### src/gpos_pkg.sv
package gpos_pkg;

    localparam int GPOS_RX_PORTS = 4;
    localparam int GPOS_TX_PORTS = 2;
    localparam int GPOS_ADDR_W   = 10;
    localparam int GPOS_DATA_W   = 32;

    // register indices; byte address is index times four
    localparam logic [7:0] GPOS_CTRL_INDEX = 8'h17;
    localparam logic [7:0] GPOS_STAT_INDEX = 8'h40;
    localparam logic [7:0] GPOS_CTRL_RESET = 8'h00;

    // control field positions
    localparam int GPOS_EN_BIT  = 0;
    localparam int GPOS_LVL_BIT = 1;
    localparam int GPOS_SRC_LSB = 2;
    localparam int GPOS_SEL_LSB = 5;

    // source codes
    localparam logic [2:0] GPOS_SRC_RX0  = 3'h0;
    localparam logic [2:0] GPOS_SRC_RX3  = 3'h3;
    localparam logic [2:0] GPOS_SRC_DEV  = 3'h4;
    localparam logic [2:0] GPOS_SRC_RSVD = 3'h5;
    localparam logic [2:0] GPOS_SRC_TX0  = 3'h6;
    localparam logic [2:0] GPOS_SRC_TX1  = 3'h7;

    // receive port select codes (0xx forward remote pin xx)
    localparam logic [2:0] GPOS_RX_LOCK  = 3'h4;
    localparam logic [2:0] GPOS_RX_PASS  = 3'h5;
    localparam logic [2:0] GPOS_RX_FRAME = 3'h6;
    localparam logic [2:0] GPOS_RX_LINE  = 3'h7;

    // device status select codes
    localparam logic [2:0] GPOS_DEV_LOCAL    = 3'h0;
    localparam logic [2:0] GPOS_DEV_LOCK_OR  = 3'h1;
    localparam logic [2:0] GPOS_DEV_LOCK_AND = 3'h2;
    localparam logic [2:0] GPOS_DEV_PASS_AND = 3'h3;
    localparam logic [2:0] GPOS_DEV_FSYNC    = 3'h4;

    // transmit port select codes
    localparam logic [2:0] GPOS_TX_PASS_AND = 3'h0;
    localparam logic [2:0] GPOS_TX_PASS_OR  = 3'h1;
    localparam logic [2:0] GPOS_TX_FRAME    = 3'h2;
    localparam logic [2:0] GPOS_TX_LINE     = 3'h3;
    localparam logic [2:0] GPOS_TX_SYNCED   = 3'h4;
    localparam logic [2:0] GPOS_TX_IRQ      = 3'h5;

    typedef struct packed {
        logic [2:0] sel;
        logic [2:0] src;
        logic       level;
        logic       enable;
    } gpos_ctrl_s;

    typedef struct packed {
        logic [3:0] remote_gpio;
        logic       lock;
        logic       pass;
        logic       frame_valid;
        logic       line_valid;
    } gpos_rx_s;

    typedef struct packed {
        logic frame_active;
        logic line_active;
        logic synced;
        logic interrupt;
    } gpos_tx_s;

endpackage : gpos_pkg

### src/gpos_pin7_out.sv
// Our own choices: the APB register port and the placing of the registers.
`timescale 1ns/1ps

// Operation
// RULE_01: source field bits 4:2: rx ports 0-3, status, 101 reserved, tx 0/1.
// RULE_02: select field bits 7:5 picks the signal; meaning depends on source.
// RULE_03: rx source, select 000-011 forwards remote pins 0 to 3.
// RULE_04: rx source, select 100 drives that port's lock indication.
// RULE_05: rx source, select 101 drives that port's pass indication.
// RULE_06: rx source, select 110 frame valid, 111 line valid.
// RULE_07: status source, one select code drives OR of enabled ports' lock.
// RULE_08: status source, select 010 drives AND of enabled ports' lock.
// RULE_09: status source, select 011 drives AND of enabled ports' pass.
// RULE_10: tx source, 000 AND and 001 OR of selected rx ports' pass.
// RULE_11: tx source, one code flags frame being sent, 011 line being sent.
// RULE_12: tx source, select 100 flags multi-port data synchronised.
// RULE_13: tx source, 101 drives port interrupt; 111 reserved.
// RULE_14: pin driven only when bit 0 set; bit 1 is local level.
// RULE_15: after reset all fields zero, driver disabled.
// RULE_16: reserved source or select codes drive low when enabled.
// RULE_17: control fields live in one 8-bit register resetting to zero.
module gpos_pin7_out
    import gpos_pkg::*;
(
    input  wire logic                        clock,
    input  wire logic                        reset,
    input  wire logic                        clock_enable,
    input  wire logic                        psel,
    input  wire logic                        penable,
    input  wire logic                        pwrite,
    input  wire logic [gpos_pkg::GPOS_ADDR_W-1:0] paddr,
    input  wire logic [gpos_pkg::GPOS_DATA_W-1:0] pwdata,
    input  wire logic [3:0]                  pstrb,
    output logic      [gpos_pkg::GPOS_DATA_W-1:0] prdata,
    output logic                             pready,
    output logic                             pslverr,
    input  wire gpos_pkg::gpos_rx_s [3:0]    rx_port,
    input  wire logic [3:0]                  rx_port_enable,
    input  wire gpos_pkg::gpos_tx_s [1:0]    tx_port,
    input  wire logic [1:0][3:0]             tx_rx_select,
    input  wire logic                        frame_sync_pulse,
    output logic                             pin7_out,
    output logic                             pin7_oe_n
);

    import gpos_pkg::*;

    gpos_ctrl_s       pin7_output_control;
    logic             ctrl_write;
    logic [7:0]       ctrl_wdata;
    logic [7:0]       stat_rdata;
    logic [31:0]      rx_flat;
    logic [7:0]       tx_flat;
    gpos_rx_s [3:0]   rx_sync;
    gpos_tx_s [1:0]   tx_sync;

    logic [2:0]       pin7_signal_select;
    logic [2:0]       pin7_source_select;
    logic             pin7_local_level;
    logic             pin7_drive_enable;

    logic [3:0]       rx_level;
    logic [1:0]       tx_level;
    logic [3:0]       lock_vec;
    logic [3:0]       pass_vec;
    logic             lock_or;
    logic             lock_and;
    logic             pass_and;
    logic             dev_level;
    logic             src_level;
    logic             next_pin7_out;
    logic             next_pin7_oe_n;

    // receive port signal picked by the select code
    function automatic logic rx_pick(input gpos_rx_s p,
                                     input logic [2:0] sel);
        logic v;
        v = 1'b0;
        if (sel[2] == 1'b0)
            v = p.remote_gpio[sel[1:0]];               // [RULE_03]
        else if (sel == GPOS_RX_LOCK)
            v = p.lock;                                // [RULE_04]
        else if (sel == GPOS_RX_PASS)
            v = p.pass;                                // [RULE_05]
        else if (sel == GPOS_RX_FRAME)
            v = p.frame_valid;                         // [RULE_06]
        else
            v = p.line_valid;                          // [RULE_06]
        return v;
    endfunction : rx_pick

    // and/or over a port mask; an empty mask gives low
    function automatic logic mask_and(input logic [3:0] v,
                                      input logic [3:0] m);
        return (|m) & (&(v | ~m));
    endfunction : mask_and

    function automatic logic mask_or(input logic [3:0] v,
                                     input logic [3:0] m);
        return |(v & m);
    endfunction : mask_or

    // transmit port signal picked by the select code
    function automatic logic tx_pick(input gpos_tx_s t,
                                     input logic [3:0] rx_sel,
                                     input logic [3:0] pass,
                                     input logic [2:0] sel);
        logic v;
        v = 1'b0;
        if (sel == GPOS_TX_PASS_AND)
            v = mask_and(pass, rx_sel);                // [RULE_10]
        else if (sel == GPOS_TX_PASS_OR)
            v = mask_or(pass, rx_sel);                 // [RULE_10]
        else if (sel == GPOS_TX_FRAME)
            v = t.frame_active;                        // [RULE_11]
        else if (sel == GPOS_TX_LINE)
            v = t.line_active;                         // [RULE_11]
        else if (sel == GPOS_TX_SYNCED)
            v = t.synced;                              // [RULE_12]
        else if (sel == GPOS_TX_IRQ)
            v = t.interrupt;                           // [RULE_13]
        else
            v = 1'b0;                                  // [RULE_13] [RULE_16]
        return v;
    endfunction : tx_pick

    gpos_apb u_apb (
        .clock        (clock),
        .reset        (reset),
        .clock_enable (clock_enable),
        .psel         (psel),
        .penable      (penable),
        .pwrite       (pwrite),
        .paddr        (paddr),
        .pwdata       (pwdata),
        .pstrb        (pstrb),
        .prdata       (prdata),
        .pready       (pready),
        .pslverr      (pslverr),
        .ctrl_rdata   (pin7_output_control),
        .stat_rdata   (stat_rdata),
        .ctrl_write   (ctrl_write),
        .ctrl_wdata   (ctrl_wdata)
    );

    // port status arrives from other clock domains
    assign rx_flat = rx_port;
    assign tx_flat = tx_port;

    gpos_sync #(.WIDTH(32)) u_rx_sync (
        .clock        (clock),
        .reset        (reset),
        .clock_enable (clock_enable),
        .async_in     (rx_flat),
        .sync_out     (rx_sync)
    );

    gpos_sync #(.WIDTH(8)) u_tx_sync (
        .clock        (clock),
        .reset        (reset),
        .clock_enable (clock_enable),
        .async_in     (tx_flat),
        .sync_out     (tx_sync)
    );

    // control register
    always_ff @(posedge clock) begin
        if (reset) begin
            pin7_output_control <= GPOS_CTRL_RESET;    // [RULE_15] [RULE_17]
        end else if (clock_enable && ctrl_write) begin
            pin7_output_control <= ctrl_wdata;         // [RULE_17]
        end
    end

    assign pin7_signal_select = pin7_output_control[GPOS_SEL_LSB +: 3];
    assign pin7_source_select = pin7_output_control[GPOS_SRC_LSB +: 3];
    assign pin7_local_level   = pin7_output_control[GPOS_LVL_BIT];
    assign pin7_drive_enable  = pin7_output_control[GPOS_EN_BIT];

    assign stat_rdata = {6'h00, ~pin7_oe_n, pin7_out};

    genvar gp;
    generate
        for (gp = 0; gp < GPOS_RX_PORTS; gp++) begin : g_rx
            assign rx_level[gp] = rx_pick(rx_sync[gp],
                                          pin7_signal_select); // [RULE_02]
            assign lock_vec[gp] = rx_sync[gp].lock;
            assign pass_vec[gp] = rx_sync[gp].pass;
        end
        for (gp = 0; gp < GPOS_TX_PORTS; gp++) begin : g_tx
            assign tx_level[gp] = tx_pick(tx_sync[gp], tx_rx_select[gp],
                                          pass_vec,
                                          pin7_signal_select); // [RULE_02]
        end
    endgenerate

    // device-wide status group
    assign lock_or  = mask_or(lock_vec, rx_port_enable);   // [RULE_07]
    assign lock_and = mask_and(lock_vec, rx_port_enable);  // [RULE_08]
    assign pass_and = mask_and(pass_vec, rx_port_enable);  // [RULE_09]

    assign dev_level =
        (pin7_signal_select == GPOS_DEV_LOCAL) ? pin7_local_level : // [RULE_14]
        (pin7_signal_select == GPOS_DEV_LOCK_OR) ? lock_or :        // [RULE_07]
        (pin7_signal_select == GPOS_DEV_LOCK_AND) ? lock_and :      // [RULE_08]
        (pin7_signal_select == GPOS_DEV_PASS_AND) ? pass_and :      // [RULE_09]
        (pin7_signal_select == GPOS_DEV_FSYNC) ? frame_sync_pulse :
                                                 1'b0;              // [RULE_16]

    // source decode
    assign src_level =
        (pin7_source_select <= GPOS_SRC_RX3) ?
            rx_level[pin7_source_select[1:0]] :        // [RULE_01]
        (pin7_source_select == GPOS_SRC_DEV) ? dev_level :  // [RULE_01]
        (pin7_source_select == GPOS_SRC_TX0) ? tx_level[0] : // [RULE_01]
        (pin7_source_select == GPOS_SRC_TX1) ? tx_level[1] : // [RULE_01]
                                               1'b0;   // [RULE_16]

    assign next_pin7_out  = pin7_drive_enable & src_level;   // [RULE_14]
    assign next_pin7_oe_n = ~pin7_drive_enable;              // [RULE_14]

    // pin drive flops
    always_ff @(posedge clock) begin
        if (reset) begin
            pin7_out  <= 1'b0;
            pin7_oe_n <= 1'b1;                         // [RULE_15]
        end else if (clock_enable) begin
            pin7_out  <= next_pin7_out;
            pin7_oe_n <= next_pin7_oe_n;
        end
    end

endmodule : gpos_pin7_out

### src/gpos_sync.sv
`timescale 1ns/1ps

// two-stage synchroniser for a vector of independent levels
module gpos_sync #(
    parameter int WIDTH = 1
) (
    input  wire logic             clock,
    input  wire logic             reset,
    input  wire logic             clock_enable,
    input  wire logic [WIDTH-1:0] async_in,
    output logic      [WIDTH-1:0] sync_out
);

    logic [WIDTH-1:0] stage1;

    always_ff @(posedge clock) begin
        if (reset) begin
            stage1   <= '0;
            sync_out <= '0;
        end else if (clock_enable) begin
            stage1   <= async_in;
            sync_out <= stage1;
        end
    end

endmodule : gpos_sync

### src/gpos_apb.sv
`timescale 1ns/1ps

// apb slave: one wait-free access, registered answer
module gpos_apb
    import gpos_pkg::*;
(
    input  wire logic                   clock,
    input  wire logic                   reset,
    input  wire logic                   clock_enable,
    input  wire logic                   psel,
    input  wire logic                   penable,
    input  wire logic                   pwrite,
    input  wire logic [GPOS_ADDR_W-1:0] paddr,
    input  wire logic [GPOS_DATA_W-1:0] pwdata,
    input  wire logic [3:0]             pstrb,
    output logic      [GPOS_DATA_W-1:0] prdata,
    output logic                        pready,
    output logic                        pslverr,
    input  wire logic [7:0]             ctrl_rdata,
    input  wire logic [7:0]             stat_rdata,
    output logic                        ctrl_write,
    output logic      [7:0]             ctrl_wdata
);

    function automatic logic addr_hit(input logic [GPOS_ADDR_W-1:0] a,
                                      input logic [7:0] index);
        return a == {index, 2'b00};
    endfunction : addr_hit

    logic                   setup;
    logic                   done;
    logic                   hit_ctrl;
    logic                   hit_stat;
    logic                   next_err;
    logic [GPOS_DATA_W-1:0] next_rdata;

    assign setup    = psel & ~penable;
    assign done     = psel & penable & pready;
    assign hit_ctrl = addr_hit(paddr, GPOS_CTRL_INDEX);
    assign hit_stat = addr_hit(paddr, GPOS_STAT_INDEX);
    // unmapped address, or a write to the read-only status word
    assign next_err = ~(hit_ctrl | hit_stat) | (pwrite & hit_stat);
    assign next_rdata = (pwrite | next_err) ? '0 :
                        hit_ctrl ? {24'h000000, ctrl_rdata} :
                                   {24'h000000, stat_rdata};

    assign ctrl_write = done & pwrite & hit_ctrl & pstrb[0];
    assign ctrl_wdata = pwdata[7:0];

    always_ff @(posedge clock) begin
        if (reset) begin
            pready  <= 1'b0;
            pslverr <= 1'b0;
            prdata  <= '0;
        end else if (clock_enable) begin
            pready <= setup;
            if (setup) begin
                pslverr <= next_err;
                prdata  <= next_rdata;
            end
        end
    end

endmodule : gpos_apb

### config.mk
export PLATFORM = sky130hd
export DESIGN_NAME = gpos_pin7_out
export DESIGN_NICKNAME = d
export VERILOG_FILES = /design/src/gpos_pkg.sv /design/src/gpos_pin7_out.sv /design/src/gpos_sync.sv /design/src/gpos_apb.sv
export SDC_FILE = /design/constraint.sdc
export NUM_CORES = 1
export LEC_CHECK = 0
export ABC_AREA = 1
export BUFFER_PORTS_ARGS = -buffer_cell sky130_fd_sc_hd__buf_2
export CAP_MARGIN = 40
export CORE_MARGIN = 5
export CORE_UTILIZATION = 46
export CTS_CLUSTER_DIAMETER = 50
export DETAILED_ROUTE_END_ITERATION = 6
export GPL_TIMING_DRIVEN = 0
export PLACE_DENSITY = 0.79
export SYNTH_ARGS = -nofsm -noshare
export SYNTH_HDL_FRONTEND = slang
export SYNTH_HIERARCHICAL = 1
export SYNTH_SLANG_ARGS = --single-unit
### constraint.sdc
create_clock -name clock -period 3.1 [get_ports clock]
set_clock_uncertainty 0.2 [all_clocks]
set_input_delay 0.62 -clock clock [delete_from_list [all_inputs] [get_ports clock]]
set_output_delay 0.62 -clock clock [all_outputs]
set_load 0.005 [all_outputs]
* Yosys cells after proc, flatten, opt, wreduce, memory -nomap -nowiden
Cells that the tools add are included.
W data, S select, Z words.
** Cells by class
- Multipliers :: 0
- Eq/ne operators :: 11
- Bitwise operators :: 29
- Shift-type cells :: 0
- Divide/modulo/power cells :: 0
- Order comparisons :: 3
- Reduce and logical (&&, ||, !) cells :: 13
- Muxes and demuxes :: 49
- Add/sub/neg operators :: 0
** Operators with widths (number)
- $mux W1 :: 42
- $mux W32 :: 1
- $reduce_or A4 Y1 :: 6
- $eq A3 B3 Y1 const B :: 6
- $or A4 B4 Y4 :: 4
- $reduce_and A4 Y1 :: 4
- $and A1 B1 Y1 :: 12
- $and A4 B4 Y4 :: 3
- $not A4 Y4 :: 3
- $bmux W1 S2 :: 5
- $eq A10 B7 Y1 const B :: 1
- $eq A10 B9 Y1 const B :: 1
- $mux W8 :: 1
- $eq A3 B2 Y1 const B :: 2
- $lt A2 B3 Y1 const B :: 2
- $not A1 Y1 :: 4
- $eq A3 B1 Y1 const B :: 1
- $le A3 B2 Y1 const B :: 1
- $logic_not A3 Y1 :: 1
- $or A1 B1 Y1 :: 3
- $reduce_and A2 Y1 :: 1
- $logic_and A1 B1 Y1 :: 1
** Word-level totals
- Logic and storage cells :: 118
- Memories :: 0
- Bits in writable memories :: 0
- Output and inout port bits :: 36
- Register bits :: 124
- Bits in read-only memories :: 0
- Latch bits :: 0
- Bits of input ports :: 105

* Depth between registers and ports, before layout
- Depth after elaboration :: 12
- Gate-level depth with buffers :: 14
- Depth with buffers taken out :: 13

* By module
The synthesis kept the hierarchy.
** Modules (own cells, without submodules)
- gpos_sync at u_rx_sync :: cells each 405, sequential area each 1281.2 um^2, area each 2666.3 um^2, instances 1
- gpos_pin7_out :: cells each 230, sequential area each 200.2 um^2, area each 1253.7 um^2, instances 1
- gpos_apb :: cells each 164, sequential area each 200.2 um^2, area each 975.9 um^2, instances 1
- gpos_sync at u_tx_sync :: cells each 101, sequential area each 320.3 um^2, area each 670.6 um^2, instances 1

* Least setup slack after synthesis
OpenSTA, ideal clock, no wires.
- Path type :: input -> register
- Start :: in paddr[7] (netlist name)
- End :: reg pin7_output_control, in the netlist pin7_signal_select[1]
- Arrival :: 1.655 ns
- Stages :: 10
- Setup slack :: 1.119 ns
- Buffers on the path :: 2
- Library setup time :: 0.127 ns
- Data required time :: 2.773 ns
- Path through :: inv_2 nand2_2 nor2_2 nand3_2 buf_6 nor3_1 nand2_1 clkbuf_1 o21ai_0 a21oi_1
** Between the ends
- Cells in the longest elaborated chain, start to end :: 4
** RTL lines
- from (decl) :: line gpos_pin7_out.sv:31 : input wire logic [gpos_pkg::GPOS_ADDR_W-1:0] paddr,
- $eq A10 B7 Y1 :: line gpos_apb.sv:27 : return a == {index, 2'b00};
- $and A1 B1 Y1 (2 in series) :: line gpos_apb.sv:47 : assign ctrl_write = done & pwrite & hit_ctrl & pstrb[0];
- net ctrl_write :: line gpos_pin7_out.sv:49 : logic ctrl_write;
- $logic_and A1 B1 Y1 :: line gpos_pin7_out.sv:170 : end else if (clock_enable && ctrl_write) begin
- to (signal assigned) :: line gpos_pin7_out.sv:171 : pin7_output_control <= ctrl_wdata;
- to (decl) :: line gpos_pin7_out.sv:48 : gpos_ctrl_s pin7_output_control;
The timed path passes the listed nets, and every way through them passes these cells.
A chain may end at the register's enable or synchronous reset.

* Worst setup path in the final report
- Start :: in paddr[7] (netlist name)
- End :: reg pin7_output_control, in the netlist pin7_source_select[0]
Same word-level chain as after synthesis.

==> flow_summary.ini <==
[power_and_ir_drop]
vdd_drop_max_mv = 0.2350
power_frac_seq = 0.492
power_density_nw_per_um2 = 434.2
combPwrFrac = 0.134
p_sw_uw = 744.5
netSwitchingFraction = 0.2619
p_int_uw = 2098
p_leak_uw = 0.003552
p_clk_frac = 0.375

[timing]
hold_viol_final = 0
rsz0062_at_grt = false
setup-tns-final_ns = 0
setup_viol_count_final = 0
setup_slack_ns = 1.008
period_share = 0.6749
max_freq_mhz = 478.0
fin_crit_ns = 2.092
final_max_slew_viol_count = 0

[route]
ant_nets = 0
drc = 0
wire_per_inst_um = 10.35
wl_um = 12140
dr_total_vias = 5038
viasPerCell = 4.299
drt_iter0_drc = 266
dr.pass1.iters = 5

[floorplan]
ios = 141
fp-row-count = 40
coreArea_sq_um = 11960
die_h_um = 120.0
initial_core_util = 0.4654
fp.dieW_um = 120.0
die-area_sq_um = 14400

[clocking]
clk_pin_slew_worst_paths_ns = 0.07
cts_tree = yes
cts_buffers = 9
ctsHtreeMaxLevel = 3
cts_hold_buf = 0
cts_resized = 0
clkSinkCount = 100
cts_max_path_buffers = 2
postCtsSetupBuffers = 0
clk_latency_ns = 0.35
cts_root_buffer = clkbuf_16

[logic_synthesis]
yosysWarnings = 6
yosys.area.top_type = dfxtp_1
synth_area_leaders = dfxtp_1 (36%), nand2_1 (18%), nor2_1 (15%)
yosysTopAreaCellShare = 0.3596
ys_seq_area_frac = 0.3596
synthCells = 900
synth_area_per_cell_sq_um = 6.185
synth_area_sq_um = 5567
yosys.cell_types.count = 33
synth-seq-cells = 100

[global_route]
grt_pass1_wl_um = 20270
grt_pass1_vias = 4630
grtUsageTotal = 0.1697
antenna_found_initial = 0
grt_overflow = 0
grt_max_degree = 18

[worst_setup_path]
path_class = in2reg
worstSetupEndpointType = flop
path_max_fanout = 10
cp.required_ns = 3.12
crit_arrival_ns = 2.11
start_kind = input port

[place]
io_buffers = 81
dp_slack_ns = 0.6676
dp_hpwl_um = 9399
place_congestion = 0.9010

[job]
maxCapViolations = 0

[final_layout]
num_antenna_cells = 0
area_delta_synth_final_pct = 17.62
drive_gt1_frac = 0.1854
num-nets-final = 1125

[outcome]
run_status = finished clean

[min_path]
hp-class = reg2reg
## through the flow
step / utilization / hold WS (ns) / area, sq um / power [uW] / cells
floorplan: - / 0.2402 / 5672 / 1693 / 928
global placement: 0.5234 / 0.2588 / 6261 / 1797 / 1156
detailed placement: 0.5234 / 0.2624 / 6261 / 1805 / 1156
CTS: 0.5474 / 0.2724 / 6548 / 2865 / 1172
global route: 0.5474 / 0.2861 / 6548 / 2984 / 1172
finish: 0.5474 / 0.2734 / 6548 / 2843 / 1172
## worst max-delay path: stages
cell	delay (ns)
buf_2	0.10
inv_2	0.06
nand2_2	0.06
nor2_2	0.12
nand3_2	0.11
buf_6	0.15
nor3_1	0.16
nand2_1	0.14
clkbuf_1	0.24
o21ai_0	0.28
a21oi_1	0.06
## final cells by class
type | instances | area [sq um]
fill | 1240 | 5414
multi-input combinational | 616 | 2557
sequential | 100 | 2002
inverter | 148 | 570.5
buffer | 64 | 541.8
timing repair buffer | 81 | 405.4
clock buffer | 10 | 239.0
tap | 147 | 183.9
clock inverter | 6 | 47.55
## power groups by stage
stage	registers (uW)	clock network (uW)	logic, uW
finish	1400	1070	380
global placement	1420	0	372
floorplan	1410	0	279
detailed placement	1430	0	379
CTS	1400	1090	381
global route	1410	1140	440
## path summary, 6_finish.rpt
check	end	cells past startpoint	startpoint	slack, ns
worst max-delay path	pin7_source_select[0]$_SDFFE_PP0P_	11	paddr[7]	1.01
worst min-delay path	u_rx_sync/stage1[26]$_SDFFE_PP0P_	2	u_rx_sync/stage1[26]$_SDFFE_PP0P_	0.27
worst max register to register	pin7_out$_SDFFE_PP0P_	11	pin7_signal_select[0]$_SDFFE_PP0P_	1.25
worst min register to register	u_rx_sync/stage1[26]$_SDFFE_PP0P_	2	u_rx_sync/stage1[26]$_SDFFE_PP0P_	0.27
## logic make-up (layout without fill, tap and decap cells)
| family | Yosys count | in the layout | synth area share |
|---|---|---|---|
| simple gates | 539 | 539 | 0.3938 |
| other cells | 2 | 30 | 0.001349 |
| compound gates | 47 | 47 | 0.04540 |
| buf+inv | 212 | 309 | 0.1998 |
| flops | 100 | 100 | 0.3596 |
## sequential cells by signal, indices dropped and copies added, names as in the netlist, 3 cells and up
signal and flops:
pin7_signal_select 3, u_tx_sync/sync_out 8, u_rx_sync/sync_out 32, u_apb/prdata 8, u_rx_sync/stage1 32, u_tx_sync/stage1 8
pin7_source_select 3
## synth_stat cells
master / count
a21boi_0: 2
a21oi_1: 20
a21oi_2: 1
buf_2: 6
buf_4: 35
buf_6: 21
clkbuf_1: 1
conb_1: 2
dfxtp_1: 100
dlygate4sd1_1: 1
inv_1: 138
inv_2: 7
inv_4: 1
inv_6: 1
inv_8: 1
nand2_1: 265
nand2_2: 4
nand2_8: 1
nand3_1: 17
nand3_2: 3
nand3_4: 1
nand3b_1: 1
nand4_1: 3
nor2_1: 228
nor2_2: 6
nor2_4: 3
nor2_8: 2
nor3_1: 4
o21ai_0: 14
o21ai_1: 4
o21bai_1: 1
o22ai_1: 5
or2_1: 1
## layout by cell type (no fill, tap or decap), types with 6 or more instances in the layout
master     synthesis  layout
a21oi_1           20      20
nor2_2             6       6
inv_2              7       7
nor2_1           228     228
dfxtp_1          100     100
inv_1            138     138
clkbuf_16          0       9
conb_1             2      30
buf_2              6      87
buf_6             21      21
nand2_1          265     265
nand3_1           17      17
o21ai_0           14      14
buf_4             35      35
## per-layer routing
| metal | global-route usage | vias to the layer above | routed length, um |
|---|---|---|---|
| li1 | - | 2812 | - |
| met1 | 0.2142 | 2077 | 5695 |
| met2 | 0.2894 | 131 | 5485 |
| met4 | 0.05583 | 0 | 230 |
| met3 | 0.03393 | 18 | 725 |
| met5 | 0 | - | 0 |
(Power assumes the default switching activity.)
